===== src/verilog/flash_seq_regs.svh =====
/*
  Register offsets, field positions and command codes of the
  flash command sequencer. Assumes byte offsets on an 8-bit register port.
*/
`ifndef FLASH_SEQ_REGS_SVH
`define FLASH_SEQ_REGS_SVH

// Register byte offsets
`define OFS_DIVIDER        10'h100
`define OFS_STATUS         10'h105
`define OFS_COMMAND        10'h106
`define OFS_FACTORY_TEST   10'h107
`define OFS_ADDR_HIGH      10'h108
`define OFS_ADDR_LOW       10'h109
`define OFS_DATA_HIGH      10'h10A
`define OFS_DATA_LOW       10'h10B

// Divider register fields
`define DIV_LOADED_BIT     7
`define DIV_PRESCALE_BIT   6
`define DIV_PRESCALE_RATIO 3'h7

// Status register fields
`define ST_BUF_EMPTY_BIT   7
`define ST_CMD_DONE_BIT    6
`define ST_PROT_VIOL_BIT   5
`define ST_ACC_ERR_BIT     4
`define ST_BLANK_BIT       2

// Command register writable bits and user command codes
`define CMD_BITS_MASK      8'h65
`define CMD_ERASE_VERIFY   8'h05
`define CMD_PROGRAM        8'h20
`define CMD_SECTOR_ERASE   8'h40
`define CMD_MASS_ERASE     8'h41

// Address layout
`define ADDR_HIGH_MASK     8'h7F
`define SECTOR_LOW_BITS    9
`define SECTOR_WORDS       9'h100
`define ROW_LOW_BITS       6

`endif


===== src/verilog/flash_seq_pkg.sv =====
/*
  Types of the flash command sequencer.
  Assumes flash_seq_regs.svh is included by the design file.
*/
package flash_seq_pkg;

  // Command write sequence position
  typedef enum logic [1:0] {
    SEQ_IDLE = 2'b00,
    SEQ_WORD = 2'b01,
    SEQ_CMD  = 2'b10
  } seq_state_t;

  // Execution engine position
  typedef enum logic [1:0] {
    EXE_IDLE  = 2'b00,
    EXE_ISSUE = 2'b01,
    EXE_WAIT  = 2'b10
  } exe_state_t;

endpackage


===== src/verilog/flash_command_sequencer.sv =====
/*
  Flash command sequencer: register port, three-step command write sequence,
  two-stage command queue, execution engine and timing clock divider.
  Assumes a flash core that performs one word operation per op_start pulse and
  answers with op_done, and an external protection checker.
*/
`timescale 1ns/1ns
`include "flash_seq_regs.svh"

module flash_command_sequencer
  import flash_seq_pkg::*;
#(
  parameter int ADDR_W = 10
)
(
  input  wire logic              clk_sys,
  input  wire logic              rst_n,
  input  wire logic [ADDR_W-1:0] reg_addr,
  input  wire logic [7:0]        reg_wdata,
  input  wire logic              reg_wr,
  input  wire logic              reg_rd,
  output logic      [7:0]        reg_rdata,
  input  wire logic              array_wr,
  input  wire logic [15:0]       array_addr,
  input  wire logic [15:0]       array_wdata,
  input  wire logic              array_word,
  input  wire logic              special_mode,
  input  wire logic              protect_hit,
  input  wire logic              protect_any,
  input  wire logic              other_bank_error,
  output logic                   timing_clock,
  output logic                   op_start,
  output logic      [7:0]        op_command,
  output logic      [15:0]       op_addr,
  output logic      [15:0]       op_data,
  input  wire logic              op_done,
  input  wire logic              op_blank,
  output logic                   hv_keep
);

  // Register port decode
  logic wr_div, wr_stat, wr_cmd, wr_addr_hi, wr_addr_lo;
  assign wr_div     = reg_wr && reg_addr == `OFS_DIVIDER;
  assign wr_stat    = reg_wr && reg_addr == `OFS_STATUS;
  assign wr_cmd     = reg_wr && reg_addr == `OFS_COMMAND;
  assign wr_addr_hi = reg_wr && reg_addr == `OFS_ADDR_HIGH;
  assign wr_addr_lo = reg_wr && reg_addr == `OFS_ADDR_LOW;

  function automatic logic valid_user_cmd(input logic [7:0] c);
    valid_user_cmd = c == `CMD_ERASE_VERIFY || c == `CMD_PROGRAM ||
                     c == `CMD_SECTOR_ERASE || c == `CMD_MASS_ERASE;
  endfunction

  // State registers
  seq_state_t  seq_reg;
  exe_state_t  exe_reg;
  logic        div_loaded_reg;
  logic        prescale_reg;
  logic [5:0]  div_value_reg;
  logic        buf_empty_reg;
  logic        cmd_done_reg;
  logic        acc_err_reg;
  logic        prot_viol_reg;
  logic        blank_reg;
  logic [7:0]  buf_cmd_reg;
  logic [15:0] buf_addr_reg;
  logic [15:0] buf_data_reg;
  logic        pend_reg;
  logic        act_reg;
  logic [7:0]  act_cmd_reg;
  logic [15:0] act_addr_reg;
  logic [15:0] act_data_reg;
  logic [8:0]  words_left_reg;

  // Sequence events
  logic launch_req, launch_ok, seq_error, any_reg_write, move_to_active, act_finish;
  assign any_reg_write = reg_wr;
  assign launch_req    = wr_stat && reg_wdata[`ST_BUF_EMPTY_BIT] && seq_reg == SEQ_CMD;
  assign launch_ok     = launch_req && div_loaded_reg && !acc_err_reg && !prot_viol_reg
                         && !other_bank_error;
  assign move_to_active = pend_reg && !act_reg;
  assign act_finish     = exe_reg == EXE_WAIT && op_done && words_left_reg == 9'h001;

  // Illegal operations in the write sequence
  always_comb
  begin
    seq_error = 1'b0;
    if (array_wr)
    begin
      // Array write before divider load, off-sequence, with the buffer full, or not a whole aligned word
      if (!div_loaded_reg || seq_reg != SEQ_IDLE || !buf_empty_reg ||
          !array_word || array_addr[0])
        seq_error = 1'b1;
    end
    if (wr_stat && !reg_wdata[`ST_BUF_EMPTY_BIT] && seq_reg != SEQ_IDLE)
      seq_error = 1'b1;
    if (launch_req && !launch_ok)
      seq_error = 1'b1;
    if (seq_reg == SEQ_WORD && any_reg_write && !wr_cmd)
      seq_error = 1'b1;
    if (wr_cmd && seq_reg != SEQ_WORD)
      seq_error = 1'b1;
    if (wr_cmd && seq_reg == SEQ_WORD && !special_mode && !valid_user_cmd(reg_wdata))
      seq_error = 1'b1;
    if (seq_reg == SEQ_CMD && any_reg_write && !wr_stat)
      seq_error = 1'b1;
  end

  // Protection violations found at word write or mass erase command
  logic prot_error;
  assign prot_error = (array_wr && !seq_error && protect_hit) ||
                      (wr_cmd && seq_reg == SEQ_WORD && !seq_error &&
                       reg_wdata == `CMD_MASS_ERASE && protect_any);

  // Sequence position; reads never change it
  always_ff @(posedge clk_sys or negedge rst_n)
  begin
    if (!rst_n)
      seq_reg <= SEQ_IDLE;
    else if (seq_error || prot_error)
      seq_reg <= SEQ_IDLE;
    else if (array_wr)
      seq_reg <= SEQ_WORD;
    else if (wr_cmd)
      seq_reg <= SEQ_CMD;
    else if (launch_ok)
      seq_reg <= SEQ_IDLE;
  end

  // Buffer stage: word write latches address and data, then the command
  always_ff @(posedge clk_sys or negedge rst_n)
  begin
    if (!rst_n)
    begin
      buf_cmd_reg  <= 8'h00;
      buf_addr_reg <= 16'h0000;
      buf_data_reg <= 16'h0000;
    end
    else
    begin
      if (array_wr && !seq_error)
      begin
        buf_addr_reg <= array_addr;
        buf_data_reg <= array_wdata;
      end
      else if (special_mode && seq_reg == SEQ_IDLE && wr_addr_hi)
        buf_addr_reg[15:8] <= reg_wdata & `ADDR_HIGH_MASK;
      else if (special_mode && seq_reg == SEQ_IDLE && wr_addr_lo)
        buf_addr_reg[7:0] <= reg_wdata;
      if (wr_cmd && seq_reg == SEQ_WORD && !seq_error)
        buf_cmd_reg <= reg_wdata & `CMD_BITS_MASK;
    end
  end

  // Pending flag of the buffer stage
  always_ff @(posedge clk_sys or negedge rst_n)
  begin
    if (!rst_n)
      pend_reg <= 1'b0;
    else if (launch_ok)
      pend_reg <= 1'b1;
    else if (move_to_active)
      pend_reg <= 1'b0;
  end

  // Buffer-empty flag: cleared by launch, set when buffer drains to active
  always_ff @(posedge clk_sys or negedge rst_n)
  begin
    if (!rst_n)
      buf_empty_reg <= 1'b1;
    else if (launch_ok)
      buf_empty_reg <= 1'b0;
    else if (move_to_active)
      buf_empty_reg <= 1'b1;
  end

  // Command-complete flag: only when active done and nothing pending
  always_ff @(posedge clk_sys or negedge rst_n)
  begin
    if (!rst_n)
      cmd_done_reg <= 1'b1;
    else if (launch_ok)
      cmd_done_reg <= 1'b0;
    else if (act_finish && !pend_reg)
      cmd_done_reg <= 1'b1;
  end

  // Error flags: write one clears, a new event wins over the clear
  always_ff @(posedge clk_sys or negedge rst_n)
  begin
    if (!rst_n)
    begin
      acc_err_reg   <= 1'b0;
      prot_viol_reg <= 1'b0;
    end
    else
    begin
      if (seq_error)
        acc_err_reg <= 1'b1;
      else if (wr_stat && reg_wdata[`ST_ACC_ERR_BIT])
        acc_err_reg <= 1'b0;
      if (prot_error)
        prot_viol_reg <= 1'b1;
      else if (wr_stat && reg_wdata[`ST_PROT_VIOL_BIT])
        prot_viol_reg <= 1'b0;
    end
  end

  // Blank flag: cleared on launch, set by a passing erase verify
  always_ff @(posedge clk_sys or negedge rst_n)
  begin
    if (!rst_n)
      blank_reg <= 1'b0;
    else if (launch_ok)
      blank_reg <= 1'b0;
    else if (act_finish && act_cmd_reg == `CMD_ERASE_VERIFY && op_blank)
      blank_reg <= 1'b1;
  end

  // Active stage and word walk of the execution engine
  always_ff @(posedge clk_sys or negedge rst_n)
  begin
    if (!rst_n)
    begin
      act_reg        <= 1'b0;
      act_cmd_reg    <= 8'h00;
      act_addr_reg   <= 16'h0000;
      act_data_reg   <= 16'h0000;
      words_left_reg <= 9'h000;
      exe_reg        <= EXE_IDLE;
    end
    else
    begin
      unique case (exe_reg)
        EXE_IDLE:
        begin
          if (move_to_active)
          begin
            act_reg     <= 1'b1;
            act_cmd_reg <= buf_cmd_reg;
            act_data_reg <= buf_data_reg;
            exe_reg     <= EXE_ISSUE;
            if (buf_cmd_reg == `CMD_SECTOR_ERASE)
            begin
              act_addr_reg   <= {buf_addr_reg[15:`SECTOR_LOW_BITS], `SECTOR_LOW_BITS'(0)};
              words_left_reg <= `SECTOR_WORDS;
            end
            else
            begin
              act_addr_reg   <= buf_addr_reg;
              words_left_reg <= 9'h001;
            end
          end
        end
        EXE_ISSUE:
          exe_reg <= EXE_WAIT;
        EXE_WAIT:
        begin
          if (op_done)
          begin
            if (words_left_reg == 9'h001)
            begin
              act_reg <= 1'b0;
              exe_reg <= EXE_IDLE;
            end
            else
            begin
              words_left_reg <= words_left_reg - 9'h001;
              act_addr_reg   <= act_addr_reg + 16'h0002;
              exe_reg        <= EXE_ISSUE;
            end
          end
        end
        default:
          exe_reg <= EXE_IDLE;
      endcase
    end
  end

  // Operation outputs to the flash core
  assign op_start   = exe_reg == EXE_ISSUE;
  assign op_command = act_cmd_reg;
  assign op_addr    = act_addr_reg;
  assign op_data    = act_cmd_reg == `CMD_PROGRAM ? act_data_reg : 16'h0000;

  // Keep high voltage between two programs on one row
  assign hv_keep = act_reg && pend_reg && act_cmd_reg == `CMD_PROGRAM && buf_cmd_reg == `CMD_PROGRAM &&
                   act_addr_reg[15:`ROW_LOW_BITS] == buf_addr_reg[15:`ROW_LOW_BITS];

  // Divider register; any write marks it loaded
  always_ff @(posedge clk_sys or negedge rst_n)
  begin
    if (!rst_n)
    begin
      div_loaded_reg <= 1'b0;
      prescale_reg   <= 1'b0;
      div_value_reg  <= 6'h00;
    end
    else if (wr_div)
    begin
      div_loaded_reg <= 1'b1;
      prescale_reg   <= reg_wdata[`DIV_PRESCALE_BIT];
      div_value_reg  <= reg_wdata[5:0];
    end
  end

  // Timing clock: optional divide by eight, then by field plus one
  logic [2:0] pre_cnt_reg;
  logic [5:0] div_cnt_reg;
  logic       pre_tick;
  assign pre_tick = !prescale_reg || pre_cnt_reg == `DIV_PRESCALE_RATIO;
  always_ff @(posedge clk_sys or negedge rst_n)
  begin
    if (!rst_n)
    begin
      pre_cnt_reg  <= 3'h0;
      div_cnt_reg  <= 6'h00;
      timing_clock <= 1'b0;
    end
    else
    begin
      pre_cnt_reg  <= prescale_reg ? pre_cnt_reg + 3'h1 : 3'h0;
      timing_clock <= 1'b0;
      if (pre_tick)
      begin
        if (div_cnt_reg >= div_value_reg)
        begin
          div_cnt_reg  <= 6'h00;
          timing_clock <= div_loaded_reg;
        end
        else
          div_cnt_reg <= div_cnt_reg + 6'h01;
      end
    end
  end

  // Read data, one cycle after the read strobe
  logic [7:0] rd_value;
  always_comb
  begin
    rd_value = 8'h00;
    unique case (reg_addr)
      `OFS_DIVIDER:      rd_value = {div_loaded_reg, prescale_reg, div_value_reg};
      `OFS_STATUS:       rd_value = {buf_empty_reg, cmd_done_reg, prot_viol_reg, acc_err_reg,
                                     1'b0, blank_reg, 2'b00};
      `OFS_COMMAND:      rd_value = seq_reg != SEQ_IDLE ? buf_cmd_reg : 8'h00;
      `OFS_FACTORY_TEST: rd_value = 8'h00;
      `OFS_ADDR_HIGH:    rd_value = special_mode ? buf_addr_reg[15:8] & `ADDR_HIGH_MASK : 8'h00;
      `OFS_ADDR_LOW:     rd_value = special_mode ? buf_addr_reg[7:0] : 8'h00;
      `OFS_DATA_HIGH:    rd_value = special_mode ? buf_data_reg[15:8] : 8'h00;
      `OFS_DATA_LOW:     rd_value = special_mode ? buf_data_reg[7:0] : 8'h00;
      default:           rd_value = 8'h00;
    endcase
  end

  always_ff @(posedge clk_sys or negedge rst_n)
  begin
    if (!rst_n)
      reg_rdata <= 8'h00;
    else
      reg_rdata <= reg_rd ? rd_value : 8'h00;
  end

endmodule


===== config.mk =====
export PLATFORM = sky130hd
export DESIGN_NAME = flash_command_sequencer
export DESIGN_NICKNAME = d
export VERILOG_FILES = /design/src/verilog/flash_seq_pkg.sv /design/src/verilog/flash_command_sequencer.sv
export VERILOG_INCLUDE_DIRS = /design/src /design/src/verilog
export SDC_FILE = /design/constraint.sdc
export NUM_CORES = 1
export LEC_CHECK = 0
export BUFFER_PORTS_ARGS = -buffer_cell sky130_fd_sc_hd__buf_4
export CELL_PAD_IN_SITES_DETAIL_PLACEMENT = 0
export CELL_PAD_IN_SITES_GLOBAL_PLACEMENT = 1
export CORE_MARGIN = 2
export CORE_UTILIZATION = 30
export DETAILED_ROUTE_END_ITERATION = 7
export PLACE_DENSITY = 0.66
export SYNTH_ARGS = -nofsm -noshare
export SYNTH_HDL_FRONTEND = slang
export SYNTH_SLANG_ARGS = --single-unit
export TNS_END_PERCENT = 20

===== constraint.sdc =====
create_clock -name clk_sys -period 5.18 [get_ports clk_sys]
set_clock_uncertainty 0.1 [all_clocks]
set_input_delay 0.777 -clock clk_sys [delete_from_list [all_inputs] [get_ports clk_sys]]
set_output_delay 0.777 -clock clk_sys [all_outputs]
set_load 0.05 [all_outputs]

After elaboration in Yosys (flattened, before gate mapping)
Index checks and enable logic that the tools add are counted.
{"block": "word_totals", "out_inout_bits": 51, "regBits": 118, "inputBits": 62, "word_cells": 199}
{"block": "classes", "muxes": 57, "reduce_logical": 85, "add_sub_neg": 4, "order_cmp": 1, "n_eq_ne": 28}
{"op": "$mux 16", "n": 5}
{"op": "$eq 10x9->1 const B", "n": 7}
{"op": "$mux 8", "n": 7}
{"op": "$pmux 8 s7", "n": 1}
{"op": "$mux 9", "n": 5}
{"op": "$logic_and 1x1->1", "n": 42}
{"op": "$pmux 16 s2", "n": 1}
{"op": "$mux 1", "n": 25}
{"op": "$pmux 9 s2", "n": 1}
{"op": "$reduce_bool 2->1", "n": 9}
{"op": "$add 16x2->16 const B", "n": 1}
{"op": "$eq 8x7->1 const B", "n": 2}
{"op": "$logic_not 1->1", "n": 16}
{"op": "$mux 7", "n": 2}
{"op": "$mux 2", "n": 6}
{"op": "$eq 10x10->1", "n": 1}
{"op": "$logic_or 1x1->1", "n": 10}
{"op": "$eq 9x1->1 const B", "n": 1}
{"op": "$sub 9x1->9 const B", "n": 1}
{"op": "$eq 4x3->1 const B", "n": 2}
{"op": "$eq 8x3->1 const B", "n": 1}
{"op": "$eq 8x6->1 const B", "n": 1}
{"op": "$ne 2x2->1 const B", "n": 4}
{"op": "$reduce_and 4->1", "n": 2}
{"op": "16 further kinds", "n": 22}

Logic depth before layout (Yosys ltp)
{"block": "logic_depth", "ltp_word": 22, "ltp_mapped": 10, "depth_no_buf": 9}

Worst setup path after synthesis
No wires, ideal clock.
{"block": "synth_timing", "path_type": "reg-to-output", "startpoint": "register act_cmd_reg[2] (netlist: op_command[2])", "endpoint": "output port hv_keep", "slack_ps": 1677, "arrival_ps": 2626, "path_stages_with_launch": 5, "t_required_ps": 4303, "path_buffers": 0, "path_cell_list": "dfrtp_1 nor4b_1 and2_1 nand4_1 nor3_1"}
{"block": "synth_between", "elab_chain_cells": 4}
{"element": "start: declaration", "line_no": "flash_command_sequencer.sv:70", "source": "logic [7:0] act_cmd_reg;"}
{"element": "start signal: assignment", "line_no": "flash_command_sequencer.sv:240", "source": "act_cmd_reg <= buf_cmd_reg;"}
{"element": "$eq 4x3->1 (no source line)"}
{"element": "$logic_and 1x1->1 (no source line) (2 in a row)"}
{"element": "$logic_and 1x1->1", "line_no": "flash_command_sequencer.sv:287", "source": "assign hv_keep = act_reg && pend_reg && act_cmd_reg == `CMD_PROGRAM && buf_cmd_reg == `CMD_PROGRAM &&"}
{"element": "end: declaration", "line_no": "flash_command_sequencer.sv:38", "source": "output logic hv_keep"}
No other way between the ends.

Worst setup path after layout
{"block": "layout_timing", "startpoint": "input port reg_addr[5]", "endpoint": "register buf_data_reg[3]"}
{"block": "layout_between", "elab_chain_cells": 17, "elab_cells_between_ends": 30, "classes_between": "eq/ne (2); mux (6); reduce/logical (22)"}
{"element": "start: declaration", "line_no": "flash_command_sequencer.sv:18", "source": "input wire logic [ADDR_W-1:0] reg_addr,"}
{"element": "$eq 10x9->1"}
{"element": "$logic_and 1x1->1 (no source line)"}
{"element": "$logic_and 1x1->1 (2 in a row)", "line_no": "flash_command_sequencer.sv:78", "source": "assign launch_req = wr_stat && reg_wdata[`ST_BUF_EMPTY_BIT] && seq_reg == SEQ_CMD;"}
{"element": "$logic_and 1x1->1 (3 in a row)", "line_no": "flash_command_sequencer.sv:79", "source": "assign launch_ok = launch_req && div_loaded_reg && !acc_err_reg && !prot_viol_reg"}
{"element": "$logic_and 1x1->1", "line_no": "flash_command_sequencer.sv:80", "source": "&& !other_bank_error;"}
{"element": "$logic_not 1->1", "line_no": "flash_command_sequencer.sv:97", "source": "if (launch_req && !launch_ok)"}
{"element": "$logic_and 1x1->1", "line_no": "flash_command_sequencer.sv:97"}
{"element": "$mux 1", "line_no": "flash_command_sequencer.sv:97"}
{"element": "$mux 1", "line_no": "flash_command_sequencer.sv:99", "source": "if (seq_reg == SEQ_WORD && any_reg_write && !wr_cmd)"}
{"element": "$mux 1", "line_no": "flash_command_sequencer.sv:101", "source": "if (wr_cmd && seq_reg != SEQ_WORD)"}
{"element": "$mux 1", "line_no": "flash_command_sequencer.sv:103", "source": "if (wr_cmd && seq_reg == SEQ_WORD && !special_mode && !valid_user_cmd(reg_wdata))"}
{"element": "$mux 1 *", "line_no": "flash_command_sequencer.sv:105", "source": "if (seq_reg == SEQ_CMD && any_reg_write && !wr_stat)"}
{"element": "$logic_not 1->1 *", "line_no": "flash_command_sequencer.sv:141", "source": "if (array_wr && !seq_error)"}
{"element": "$logic_and 1x1->1 *", "line_no": "flash_command_sequencer.sv:141"}
{"element": "end signal: assignment", "line_no": "flash_command_sequencer.sv:144", "source": "buf_data_reg <= array_wdata;"}
{"element": "end: declaration", "line_no": "flash_command_sequencer.sv:67", "source": "logic [15:0] buf_data_reg;"}
Mark *: on every way between the ends. The rest lies on a longest branch, timed or not.
A chain may end at the register's enable or synchronous reset.

==> results.yml <==
routing:
  avgRoutedWirePerCell_um: 17.9
  wl_met2_mm: 7.92
  dr.pass1.iters: 5
  first_iter_violations: 233
  wl_met3_um: 809
  vias: 4886
  ant_nets: 0
  wirelength_mm: 17.5
  wl_met1_mm: 8.06
  topRoutingLayerUsed: "met4"
  drc: 0
  viasPerCell: 5.02
synthesis:
  synth-edff-count: 0
  synth.distinct_cells: 62
  synth_common_cells: "dfrtp_1, nand2_1, mux2_2, o21ai_0"
  ys_warn_count: 0
  synth_seq_area_share: 0.478
  synth_area_sq_um: 6190
  synth_top_cell_by_area: "dfrtp_1"
  async_flop_share: 1.00
  synth_top_flop_cell: "dfrtp_1"
  synth_cells: 583
  synth_top_area_frac: 0.469
  yosysMostFrequentCell: "dfrtp_1"
  synth_area_per_cell_sq_um: 10.6
  synthTopCellsByArea: "dfrtp_1, mux2_2, o21ai_0"
  ys_ff_latch: 118
critical_path:
  critPathKind: "primary input to flip-flop"
  crit_fanout: 47
  cp.arrival_ns: 3.47
  crit_chain: "buf_4 -> or4_4 -> nor4_4 -> o221ai_2 -> nor4_4 -> buf_4 -> mux2_2"
  max_stage_delay_ns: 0.57
  end_kind: "flip-flop"
  cpMaxStageDelayCell: "or4_4"
  critPathBufInv: 2
  reg2reg_setup_slack_ns: 2.49
  required_ns: 5.38
  critPathTopFamily: "simple AND/OR/NAND/NOR gates"
  start_kind: "primary input"
die:
  rows: 52
  die_x_um: 148
  core_area_sq_um: 20200
  num_io_pins: 113
  initial_utilization: 0.306
  die_y_um: 148
  die_area_sq_um: 21800
finish:
  stdcell_count: 973
  antenna_cells: 0
  area_delta_synth_final_pct: 27.3
  drive_gt1_frac: 0.310
  final_area_sq_um: 7880
  nFillCells: 1964
  nNetsFinal: 764
  fin_util: 0.389
outcome:
  status: "complete, no violations"
power_and_ir_drop:
  p_per_area_nw_per_um2: 423
  power_mw: 3.33
  p_leak_nw: 3.51
  ir_drop_v: 0.000307
cts:
  root_buffer: "clkbuf_16"
  cts_made_buffers: 17
  htree_levels: 4
  cts_tree: "built"
  clockBufferDepth: 2
  cts.sinks: 118
  clkTransAtPathRegs_ns: 0.06
  post_cts_resized: 0
  post_cts_buffers: 0
  clk_latency_ns: 0.42
  ctsHoldBuffers: 0
global_route:
  grt_pass1_vias: 5028
  antenna_found_initial: 0
  grt.total_usage: 0.165
  grt_max_degree: 63
  grt_overflow_total: 0
  grt_pass1_wl_mm: 27.8
sta:
  period_minus_slack_ns: 3.27
  max_freq_ghz: 0.306
  rsz0062_at_grt: "no"
  setup_tns_ns: 0
  slew_headroom: 0.190
  hold_ws_ns: 0.117
  layout_setup_ws_ns: 1.91
  setup_viol: 0
  worstMarginPinSlew_ns: 1.20
  slew_violations: 0
  hold_viol_final: 0
  fin_crit_sh: 0.630
run:
  drv_cap: 0
worst_hold_path:
  hold_class: "primary input to asynchronous set/reset pin"
placed_design:
  place_congestion: 0.884
  dp_hpwl_mm: 13.1
  dpl_cell_area_sq_um: 7260
  pre_cts_slack_ns: 1.51
  dp.cells: 941
  io_buffers: 108
-- power by group --
group | total [mW] | switching, mW | internal (mW)
registers | 1.28 | 0.209 | 1.07
logic | 0.833 | 0.503 | 0.329
clock network | 1.22 | 0.447 | 0.774
-- cells in the final DEF, fill, tap and decap left out, drive strengths merged, types with 5 or more instances in the layout --
| cell | netlist | final |
|---|---|---|
| a21o | 5 | 5 |
| a21oi | 35 | 35 |
| and2 | 20 | 20 |
| and3 | 6 | 6 |
| buf | 11 | 115 |
| clkbuf | 19 | 19 |
| dfrtp | 116 | 116 |
| ha | 12 | 12 |
| inv | 24 | 26 |
| mux2 | 47 | 47 |
| mux2i | 16 | 16 |
| mux4 | 7 | 7 |
| nand2 | 46 | 46 |
| nand2b | 7 | 7 |
| nand3 | 19 | 19 |
| nand4 | 7 | 7 |
| nor2 | 35 | 35 |
| nor2b | 11 | 11 |
| nor3 | 8 | 8 |
| nor4 | 8 | 8 |
| nor4b | 5 | 5 |
| o21ai | 38 | 38 |
| o22ai | 8 | 8 |
| or4 | 5 | 5 |
| xnor2 | 8 | 8 |
| xor2 | 6 | 6 |
-- per-layer routing --
layer,vias up,track usage
met5,-,0
met4,0,0.0832
met3,30,0.0364
met2,143,0.250
met1,2397,0.221
li1,2316,-
-- path summary, 6_finish.rpt --
kind	from	end	cells after the start
setup / recovery	reg_addr[5]	buf_data_reg[3]	7
hold / removal	rst_n	op_addr[15]	1
setup reg to reg	exe_reg[1]	words_left_reg[4]	6
hold reg to reg	pre_cnt_reg[0]	pre_cnt_reg[0]	1
max in group asynchronous	rst_n	buf_cmd_reg[2]	2
min in group clk_sys	pre_cnt_reg[0]	pre_cnt_reg[0]	1
-- cells by family after synthesis --
family | count (synthesis) | share of synthesized area
AND/OR/NAND/NOR | 193 | 0.173
XOR/XNOR | 14 | 0.0198
AO/OA/AOI/OAI | 121 | 0.122
other | 1 | 0.000606
flip-flops | 118 | 0.478
multiplexers | 70 | 0.142
buffers and inverters | 54 | 0.0402
adder cells (fa/ha/maj) | 12 | 0.0243
-- final cells by class --
type | instances | area (sq um) | share of cell area
multi-input cells | 414 | 3020 | 0.383
flip-flops and latches | 118 | 2960 | 0.375
repair buffers | 115 | 863 | 0.110
clock buffers | 19 | 443 | 0.0562
well taps | 270 | 338 | 0.0429
clock inverters | 13 | 173 | 0.0219
inverters | 24 | 90.1 | 0.0114
-- worst reg2reg max path, stage by stage, from the launching register on --
cell	delay [ns]
dfrtp_1	0.87
nor2b_1	0.25
a31oi_1	0.11
inv_1	0.47
nand2_1	0.23
or4_1	0.44
a21oi_1	0.15
Note: power is estimated with default switching activity, not from simulation.
